### src/rtl/tlic_regs.svh
// register offsets, field positions, reset values and vector constants
`ifndef TLIC_REGS_SVH
`define TLIC_REGS_SVH
// word offsets on the avalon bus (byte address = 4 * index)
`define TLIC_OFS_ENA 4'h0
`define TLIC_OFS_ENB 4'h1
`define TLIC_OFS_PRA 4'h2
`define TLIC_OFS_PRB 4'h3
`define TLIC_OFS_PEND 4'h4
`define TLIC_OFS_STAT 4'h5
`define TLIC_OFS_TRIG 4'h6
`define TLIC_OFS_FCLR 4'h7
// global enable position in source_enable_reg_a
`define TLIC_GEN_BIT 7
`define TLIC_RST_BYTE 8'h00
`define TLIC_NSRC 12
// vectors in polling order, source 0 first
`define TLIC_VEC0 16'h0003
`define TLIC_VEC1 16'h000b
`define TLIC_VEC2 16'h0013
`define TLIC_VEC3 16'h001b
`define TLIC_VEC4 16'h0023
`define TLIC_VEC5 16'h002b
`define TLIC_VEC6 16'h0053
`define TLIC_VEC7 16'h0033
`define TLIC_VEC8 16'h0043
`define TLIC_VEC9 16'h003b
`define TLIC_VEC10 16'h005b
`define TLIC_VEC11 16'h004b
`endif

### src/rtl/tlic_pkg.sv
// types shared by the interrupt controller
package tlic_pkg;
  typedef struct packed {
    logic final_cycle;  // last machine cycle of current instruction
    logic ctl_write;    // instruction writes enable/priority regs
    logic is_return_from_handler_instr;      // return_from_handler_instr executing
  } tlic_core_t;
  typedef struct packed {
    logic call;         // long_subroutine_call request, one pulse
    logic [15:0] vector;
    logic push_pc;      // push pc only, status word not saved
  } tlic_call_t;
endpackage : tlic_pkg

### src/rtl/tlic_ctrl.sv
// two-level twelve-source interrupt controller with avalon-mm registers
// Operation
// - twelve sources, two priority levels
// - per-source priority bits in two registers
// - equal or higher level in service blocks
// - high request preempts low handler
// - nested in-service kept per level
// - fixed polling order breaks level ties
// - cleared source enable never taken
// - global enable clear blocks all
// - pending flags readable by software
// - sample each cycle, evaluate next cycle
// - eligible flag issues call to vector
// - four conditions suppress the call
// - no memory of blocked samples
// - call pushes pc, no status save
// - return ends current level in service
// - edge external flag cleared on entry
// - level external flag kept on entry
// - serial request is rx or tx flag
//
// Our own choices: the register offsets and the Avalon-MM register port.
`timescale 1ns/1ps
`include "tlic_regs.svh"
module tlic_ctrl #(
  parameter int NSRC = `TLIC_NSRC
) (
  input wire logic sys_clk_in,                  // core clock, 20 mhz
  input wire logic srst_in,                     // sync reset, high
  input wire logic [3:0] avs_address_in,        // word index
  input wire logic avs_read_in,                 // read strobe
  input wire logic avs_write_in,                // write strobe
  input wire logic [31:0] avs_writedata_in,     // write data
  input wire logic [3:0] avs_byteenable_in,     // byte lanes
  output logic [31:0] avs_readdata_out,         // read data
  output logic avs_waitrequest_out,             // stall
  input wire logic [NSRC-1:0] src_flag_in,      // peripheral flags
  input wire logic serial_rx_done_flag_in,      // uart0 rx
  input wire logic serial_tx_done_flag_in,      // uart0 tx
  input wire logic serial1_rx_done_flag_in,     // uart1 rx
  input wire logic serial1_tx_done_flag_in,     // uart1 tx
  input wire tlic_pkg::tlic_core_t core_in,     // sequencer status
  output tlic_pkg::tlic_call_t call_out,        // call request
  output logic [1:0] in_service_out             // [1] high, [0] low
);
  import tlic_pkg::*;

  // ****************************************
  // registers
  // ****************************************
  logic [7:0] source_enable_reg_a;
  logic [7:0] source_enable_reg_b;
  logic [7:0] priority_select_reg_a;
  logic [7:0] priority_select_reg_b;
  logic [1:0] ext_edge_mode;   // 1 = edge-triggered external input
  logic [1:0] ext_pend;        // ext_req0_pending, ext_req1_pending
  logic [1:0] in_service;
  logic [NSRC-1:0] sample;
  logic [NSRC-1:0] raw;
  logic [NSRC-1:0] ena;
  logic [NSRC-1:0] pri;
  logic global_irq_enable;
  logic bus_hit;
  logic ack;

  // source index map: 0 ext0, 1 t0, 2 ext1, 3 t1, 4 uart0, 5 t2, 6 spi,
  // 7 usb, 8 i2c, 9 adc, 10 pca, 11 uart1
  assign global_irq_enable = source_enable_reg_a[`TLIC_GEN_BIT];
  assign ena = {source_enable_reg_b[4], source_enable_reg_b[5],
    source_enable_reg_b[7], source_enable_reg_b[1],
    source_enable_reg_b[0], source_enable_reg_b[6],
    source_enable_reg_a[5:0]};
  assign pri = {priority_select_reg_b[4], priority_select_reg_b[5],
    priority_select_reg_b[7], priority_select_reg_b[1],
    priority_select_reg_b[0], priority_select_reg_b[6],
    priority_select_reg_a[5:0]};

  // serial sources are the or of their two done flags
  always_comb
  begin
    raw = src_flag_in;
    raw[0] = ext_pend[0];
    raw[2] = ext_pend[1];
    raw[4] = serial_rx_done_flag_in | serial_tx_done_flag_in;
    raw[11] = serial1_rx_done_flag_in | serial1_tx_done_flag_in;
  end

  // ****************************************
  // bus slave: one wait state per access
  // ****************************************
  assign bus_hit = (avs_read_in | avs_write_in) & avs_waitrequest_out;

  always_ff @(posedge sys_clk_in)
  begin
    if (srst_in)
      avs_waitrequest_out <= 1'b1;
    else if (bus_hit & ~ack)
      avs_waitrequest_out <= 1'b0;
    else
      avs_waitrequest_out <= 1'b1;
  end

  always_ff @(posedge sys_clk_in)
  begin
    if (srst_in)
      ack <= 1'b0;
    else
      ack <= bus_hit & ~ack;
  end

  logic wr_take;
  assign wr_take = avs_write_in & ~avs_waitrequest_out &
    avs_byteenable_in[0];

  always_ff @(posedge sys_clk_in)
  begin
    if (srst_in)
    begin
      source_enable_reg_a <= `TLIC_RST_BYTE;
      source_enable_reg_b <= `TLIC_RST_BYTE;
      priority_select_reg_a <= `TLIC_RST_BYTE;
      priority_select_reg_b <= `TLIC_RST_BYTE;
      ext_edge_mode <= 2'h0;
    end
    else if (wr_take)
    begin
      unique case (avs_address_in)
        `TLIC_OFS_ENA: source_enable_reg_a <= avs_writedata_in[7:0];
        `TLIC_OFS_ENB: source_enable_reg_b <= avs_writedata_in[7:0];
        `TLIC_OFS_PRA: priority_select_reg_a <= avs_writedata_in[7:0];
        `TLIC_OFS_PRB: priority_select_reg_b <= avs_writedata_in[7:0];
        `TLIC_OFS_TRIG: ext_edge_mode <= avs_writedata_in[1:0];
        default: ;
      endcase
    end
  end

  always_ff @(posedge sys_clk_in)
  begin
    if (srst_in)
      avs_readdata_out <= 32'h0;
    else if (bus_hit & ~ack & avs_read_in)
    begin
      unique case (avs_address_in)
        `TLIC_OFS_ENA: avs_readdata_out <= {24'h0, source_enable_reg_a};
        `TLIC_OFS_ENB: avs_readdata_out <= {24'h0, source_enable_reg_b};
        `TLIC_OFS_PRA: avs_readdata_out <= {24'h0, priority_select_reg_a};
        `TLIC_OFS_PRB: avs_readdata_out <= {24'h0, priority_select_reg_b};
        `TLIC_OFS_PEND: avs_readdata_out <= {20'h0, raw};
        `TLIC_OFS_STAT: avs_readdata_out <= {30'h0, in_service};
        `TLIC_OFS_TRIG: avs_readdata_out <= {30'h0, ext_edge_mode};
        default: avs_readdata_out <= 32'h0;
      endcase
    end
  end

  // ****************************************
  // sampling and polling
  // ****************************************
  always_ff @(posedge sys_clk_in)
  begin
    if (srst_in)
      sample <= '0;
    else
      sample <= raw;
  end

  logic [NSRC-1:0] elig;
  logic [NSRC-1:0] elig_hi;
  logic [NSRC-1:0] pick_set;
  logic [3:0] pick;
  logic pick_hi;
  logic found;
  logic blocked;
  assign elig = sample & ena & {NSRC{global_irq_enable}};
  assign elig_hi = elig & pri;

  // lowest index wins within the chosen level
  always_comb
  begin
    pick = 4'h0;
    found = 1'b0;
    pick_hi = |elig_hi;
    pick_set = pick_hi ? elig_hi : elig;
    for (int i = NSRC - 1; i >= 0; i--)
    begin
      if (pick_set[i])
      begin
        pick = 4'(i);
        found = 1'b1;
      end
    end
  end

  always_comb
  begin
    blocked = in_service[1] | (in_service[0] & ~pick_hi);
    if (~core_in.final_cycle | core_in.ctl_write | core_in.is_return_from_handler_instr)
      blocked = 1'b1;
  end

  logic take;
  assign take = found & ~blocked & ~call_out.call;

  function automatic logic [15:0] vec_of(input logic [3:0] s);
    logic [15:0] v;
    v = `TLIC_VEC0;
    unique case (s)
      4'h1: v = `TLIC_VEC1;
      4'h2: v = `TLIC_VEC2;
      4'h3: v = `TLIC_VEC3;
      4'h4: v = `TLIC_VEC4;
      4'h5: v = `TLIC_VEC5;
      4'h6: v = `TLIC_VEC6;
      4'h7: v = `TLIC_VEC7;
      4'h8: v = `TLIC_VEC8;
      4'h9: v = `TLIC_VEC9;
      4'ha: v = `TLIC_VEC10;
      4'hb: v = `TLIC_VEC11;
      default: v = `TLIC_VEC0;
    endcase
    return v;
  endfunction : vec_of

  always_ff @(posedge sys_clk_in)
  begin
    if (srst_in)
      call_out <= '0;
    else
    begin
      call_out.call <= take;
      call_out.push_pc <= take;
      if (take)
        call_out.vector <= vec_of(pick);
    end
  end

  // ****************************************
  // in-service tracking
  // ****************************************
  always_ff @(posedge sys_clk_in)
  begin
    if (srst_in)
      in_service <= 2'h0;
    else if (take)
      in_service[pick_hi ? 1 : 0] <= 1'b1;
    else if (core_in.is_return_from_handler_instr & core_in.final_cycle)
    begin
      if (in_service[1])
        in_service[1] <= 1'b0;
      else
        in_service[0] <= 1'b0;
    end
  end
  assign in_service_out = in_service;

  // ****************************************
  // external request flags
  // ****************************************
  logic fclr_wr;
  assign fclr_wr = wr_take & (avs_address_in == `TLIC_OFS_FCLR);
  for (genvar e = 0; e < 2; e++)
  begin : g_ext
    always_ff @(posedge sys_clk_in)
    begin
      if (srst_in)
        ext_pend[e] <= 1'b0;
      else if (src_flag_in[2*e])
        ext_pend[e] <= 1'b1;     // set wins over clear
      else if (ext_edge_mode[e] & take & (pick == 4'(2*e)))
        ext_pend[e] <= 1'b0;
      else if (fclr_wr & avs_writedata_in[e])
        ext_pend[e] <= 1'b0;
    end
  end
endmodule : tlic_ctrl

### config.mk
export PLATFORM = sky130hd
export DESIGN_NAME = tlic_ctrl
export DESIGN_NICKNAME = d
export VERILOG_FILES = /design/src/rtl/tlic_pkg.sv /design/src/rtl/tlic_ctrl.sv
export VERILOG_INCLUDE_DIRS = /design/src /design/src/rtl
export SDC_FILE = /design/constraint.sdc
export NUM_CORES = 1
export LEC_CHECK = 0
export ABC_AREA = 1
export ABC_CLOCK_PERIOD_IN_PS = 2500
export BUFFER_PORTS_ARGS = -buffer_cell sky130_fd_sc_hd__buf_2
export CORE_MARGIN = 5
export CORE_UTILIZATION = 46
export CTS_CLUSTER_DIAMETER = 30
export DETAILED_ROUTE_END_ITERATION = 8
export PLACE_DENSITY = 0.77
export SKIP_LAST_GASP = 1
export SLEW_MARGIN = 20
export SYNTH_ARGS = -nofsm -noshare
export SYNTH_HDL_FRONTEND = slang
export SYNTH_SLANG_ARGS = --single-unit
### constraint.sdc
create_clock -name sys_clk_in -period 2.5 [get_ports sys_clk_in]
set_input_delay 0.375 -clock sys_clk_in [delete_from_list [all_inputs] [get_ports sys_clk_in]]
set_output_delay 0.375 -clock sys_clk_in [all_outputs]
set_load 0.05 [all_outputs]
* Yosys cells after proc, flatten, opt, wreduce, memory -nomap -nowiden
Memory sizes are Yosys's and may differ from the RTL's. A register that Yosys moved wholly into a read port is not among the register bits. Cells that the tools add are included.
Storage, ports and cells: memory bits (writable) 0, memories 1, input port bits 63, register bits 101, latch bits 0, bits in read-only memories 64
Cells by class: multiply operators 0, divide/modulo/power cells 0, bitwise logic cells 32, shift-type cells 0, reduce and logical (&&, ||, !) cells 13, eq/ne operators 9, order comparisons 2, multiplexer cells 40, add/subtract/negate cells 0
Memories:
- (name not given) | words 16, width 4, rd ports 1, clocked after Yosys merged registers in 1, write ports 0, RTL line tlic_ctrl.sv:208 | unique case (s)
Operators with widths (number):
- one-hot mux 12 bit (7 select lines) | 1
- two-way mux 4 bit | 12
- AND 12 bit | 3
- two-way mux 1 bit | 23
- AND 1 bit | 16
- == test 4 x 3 -> 1 bit, second input constant | 4
- == test 4 x 2 -> 1 bit, second input constant | 3
- two-way mux 12 bit | 1
- AND reduction 2 bit | 6
- OR reduction 12 bit | 1
- zero test 4 bit | 2
- NOT 1 bit | 6
- bitwise OR 1 bit | 6
- nonzero test 3 bit | 2
- == test 4 x 1 -> 1 bit, second input constant | 1
- two-way mux 2 bit | 2
- < comparator 1 x 2 -> 1 bit, second input constant | 1
- inequality test 2 x 1 -> 1 bit, second input constant | 1
- bitwise OR 2 bit | 1
- nonzero test 2 bit | 1
- demux 1 bit (select 1 bit) | 1
- greater-or-equal comparator 1 bit, second input constant | 1
- logical AND 1 bit | 1

* Depth between registers and ports, before layout
word-level depth 23, depth in mapped cells 25, depth with buffers taken out 25

* Worst setup path before layout
OpenSTA, ideal clock, no wires.
kind register to register, start register source_enable_reg_a[7], end register call_out[7] (netlist name), path slack 124 ps, cell stages (with the launch flop) 17, path buffers 1, data arrival time 2306 ps, clock period less this slack 2376 ps, cell sequence dfxtp_1 > buf_6 > nand4_1 > nand2_1 > nor2_2 > nand3_4 > o21a_1 > nand2_1 > o21ai_1 > o21ai_1 > nand2_1 > nor2_1 > inv_1 > ha_1 > nor4_1 > o21ai_1 > a21oi_1
Between the ends: cells in the longest elaborated chain, start to end 18
Ends and longest elaborated chain:
- start: declaration | RTL line tlic_ctrl.sv:51 | logic [7:0] source_enable_reg_a;
- start signal: assignment | RTL line tlic_ctrl.sv:119 | source_enable_reg_a <= `TLIC_RST_BYTE;
- start signal: assignment | RTL line tlic_ctrl.sv:128 | `TLIC_OFS_ENA: source_enable_reg_a <= avs_writedata_in[7:0];
- AND 12 bit (*) | RTL line tlic_ctrl.sv:175 | assign elig = sample & ena & {NSRC{global_irq_enable}};
- AND 12 bit | RTL line tlic_ctrl.sv:176 | assign elig_hi = elig & pri;
- OR reduction 12 bit | RTL line tlic_ctrl.sv:183 | pick_hi = |elig_hi;
- two-way mux 12 bit | RTL line tlic_ctrl.sv:184 | pick_set = pick_hi ? elig_hi : elig;
- two-way mux 1 bit (12 in series) | RTL line tlic_ctrl.sv:187 | if (pick_set[i])
- AND 1 bit (2 in series) | RTL line tlic_ctrl.sv:203 | assign take = found & ~blocked & ~call_out.call;
Mark *: on every way between the ends. The rest lies on a longest branch, timed or not. A chain may end at the register's enable or synchronous reset.

* Worst setup path in the final report
start register source_enable_reg_a[7], end register call_out[6] (netlist name)
Between the ends: cells in the longest elaborated chain, start to end 18
Ends and longest elaborated chain (RTL line):
- AND 12 bit (*) | tlic_ctrl.sv:175
- AND 12 bit | tlic_ctrl.sv:176
- OR reduction 12 bit | tlic_ctrl.sv:183
- two-way mux 12 bit | tlic_ctrl.sv:184
- two-way mux 1 bit (12 in series) | tlic_ctrl.sv:187
- AND 1 bit (2 in series) | tlic_ctrl.sv:203
Marks and branches as above.

==> impl_metrics.toml <==
[timing]
setup_violations = 6
fin_crit_sh = 1.12
slew_headroom = 0.574
hold_ws_ps = 224
fmax_ghz = 0.356
finalHoldViolations = 0
fin_worst_skew_ps = 10.0
rsz0062_at_grt = "yes"
period_minus_slack_ps = 2810
worst_pin_slew_ps = 623
setup_slack_ps = -308
slew_viol_final = 0

[synthesis]
synth-seq-area-share = 0.400
synth_compound_area_frac = 0.190
ys_types = 43
synth_top_family_by_area = "simple AND/OR/NAND/NOR gates"
synth_area_leaders = "dfxtp_1 (40%), nor2_1 (8.4%), o21ai_0 (7.3%), buf_4 (6.9%), nand2_1 (6.5%)"
yosys.area_share.simple = 0.247
ys_seq_elements = 70
synthCells = 484
synthAdderAreaFrac = 0.0143
yosysWarningCount = 0
synth_area_per_cell_um2 = 7.23
yosysTopAreaCell = "dfxtp_1"
synth_top_cell_area_share = 0.400
synthMuxAreaShare = 0
synthArstFlopShare = 0
synth_edf_count = 0
synthesis.area_mm2 = 0.00350
synth_ff_type = "dfxtp_1"
synth_xor_area_frac = 0

[die]
design.die.area_mm2 = 0.00946
die_w_um = 97.2
fp.dieH_um = 97.2
pin_count = 116
row_count = 31
initial_utilization = 0.478
core_mm2 = 0.00733

[layout]
utilization = 0.620
antenna_cells = 0
fin_cells = 693
nNetsFinal = 656
final_common_cell = "nor2_1"
finish.instance_area_mm2 = 0.00454
drive_above_1_share = 0.306
synthToLayoutAreaGrowth_pct = 29.8
final_cell_mix = "nor2_1 (74), dfxtp_1 (69), buf_2 (56)"
fillers = 623

[power_and_ir_drop]
powerDensity_mw_per_mm2 = 533
power_frac_clock = 0.418
ir_drop_mv = 0.436
net-switching-power_mw = 0.676
internal-power_mw = 1.75
swShare = 0.279
p_leak_nw = 2.18
p_seq_frac = 0.475
combPwrFrac = 0.107

[place]
place_hpwl_um = 7240
gp_congestion = 0.851
place_ws_ps = -188
placed_cells = 658
numPortBuffers = 56
placed_area_mm2 = 0.00398

[worst_setup_path]
slowest_delay_ps = 370
crit_arrival_ps = 3110
cp_max_fo = 5
crit_path_end_kind = "flop"
cp-start-kind = "flop"
crit_type = "reg2reg"
slowest_stage = "dfxtp_4"
crit_top_cell = "nand2_1"
required_ps = 2800

[detailed_routing]
post_drt_via_cell_ratio = 5.34
drtIter0Drc = 303
vias = 3703
post_drt_wl_per_cell_um = 15.9
first_pass_iters = 5
drc = 0
finalWirelength_um = 11000
ant_nets = 0

[clocking]
clk_latency_ps = 360
hold_buffers = 0
cts_buffers = 9
clock_sinks = 70
cts_tree = "done"
clk_pin_slew_ps = 80
cts_root_buffer = "clkbuf_8"
clockBufferDepth = 2
htree_num_levels = 3

[global_route]
grt_max_degree = 22
global_route.overflow_total = 0
antenna_found_initial = 0
grt_use_total = 0.216
grt_pass1_vias = 3568
grt_pass1_wl_um = 16600

[min_path]
hold_path.class = "in2reg"

[outcome]
status = "complete, but fails checks"
failed_checks = "negative setup slack"

[job]
max-cap-violations = 0
## final timing paths
check	from	endpoint	slack [ps]	cells past startpoint
max	source_enable_reg_a[7]	call_out[6]	-310	27
min	src_flag_in[8]	sample[8]	220	3
max reg2reg	source_enable_reg_a[7]	call_out[6]	-310	27
min reg2reg	priority_select_reg_a[6]	priority_select_reg_a[6]	450	2
## synthesized netlist by cell type (all sizes together) (3+ instances only)
master   instances
a211oi           5
a21oi           20
a221oi           3
a2bb2oi          3
buf             36
clkbuf           8
dfxtp           70
ha               4
inv             57
nand2           64
nand3           26
nand4           16
nor2            83
o21a             6
o21ai           61
o22ai            4
## flip-flops by register name, indices dropped and copies added (netlist names), 2 cells and up
signal                 count
source_enable_reg_b        8
call_out                   6
in_service_out             2
priority_select_reg_a      8
ext_edge_mode              2
source_enable_reg_a        8
priority_select_reg_b      8
avs_readdata_out          12
ext_pend                   2
sample                    12
## per-layer routing
metal | wire [um] | GRT usage | vias to the layer above
met3 | 915 | 0.0503 | 28
li1 | - | - | 1762
met1 | 4260 | 0.242 | 1722
met2 | 5550 | 0.383 | 191
met5 | 0 | 0 | -
met4 | 307 | 0.104 | 0
## critical path, delay by kind of cell, from the launching register on
| kind | cells | cell delay [ps] |
|---|---|---|
| AND/OR/NAND/NOR | 19 | 1470 |
| buffers and inverters | 5 | 490 |
| flip-flops | 1 | 370 |
| AO/OA/AOI/OAI | 2 | 280 |
| adder cells (fa/ha/maj) | 1 | 130 |
## repair_timing
item                                    in CTS  in global routing
buffers inserted                             8                  9
gates resized for setup                     38                 24
gates cloned                                 2                  0
pin swaps                                   29                 16
endpoints found under the setup margin       6                 10
endpoints found under the hold margin        0                  0
## through the flow
step,TNS (ps),total power [mW]
2_1_floorplan,0,1.40
4_1_cts,-47.5,2.42
3_3_place_gp,-373,1.42
3_5_place_dp,-583,1.43
5_1_grt,-2290,2.49
6_report,-830,2.42
## power groups by stage
stage / clock, mW / sequential (mW) / combinational, mW
floorplan: 0 / 1.20 / 0.201
global placement: 0 / 1.18 / 0.249
detailed placement: 0 / 1.18 / 0.252
CTS: 1.01 / 1.15 / 0.254
global route: 1.06 / 1.15 / 0.274
finish: 1.01 / 1.15 / 0.258
## kinds of logic (layout without fill, tap and decap cells)
| kind of cell | Yosys count | after routing |
|---|---|---|
| AND/OR/NAND/NOR | 194 | 194 |
| AO/OA/AOI/OAI | 112 | 112 |
| buffers and inverters | 103 | 184 |
| flip-flops | 70 | 70 |
| adder cells (fa/ha/maj) | 4 | 4 |
| other | 1 | 30 |
## final cells by class
type / count / area, um2 / share of cell area
Timing Repair Buffer: 109 / 708 / 0.156
Clock buffer: 10 / 128 / 0.0281
Sequential cell: 70 / 1410 / 0.309
Inverter: 59 / 224 / 0.0493
Multi-Input combinational cell: 340 / 1870 / 0.411
Clock inverter: 6 / 86.3 / 0.0190
Tap cell: 99 / 124 / 0.0273
Note: power is estimated with default switching activity, not from simulation.
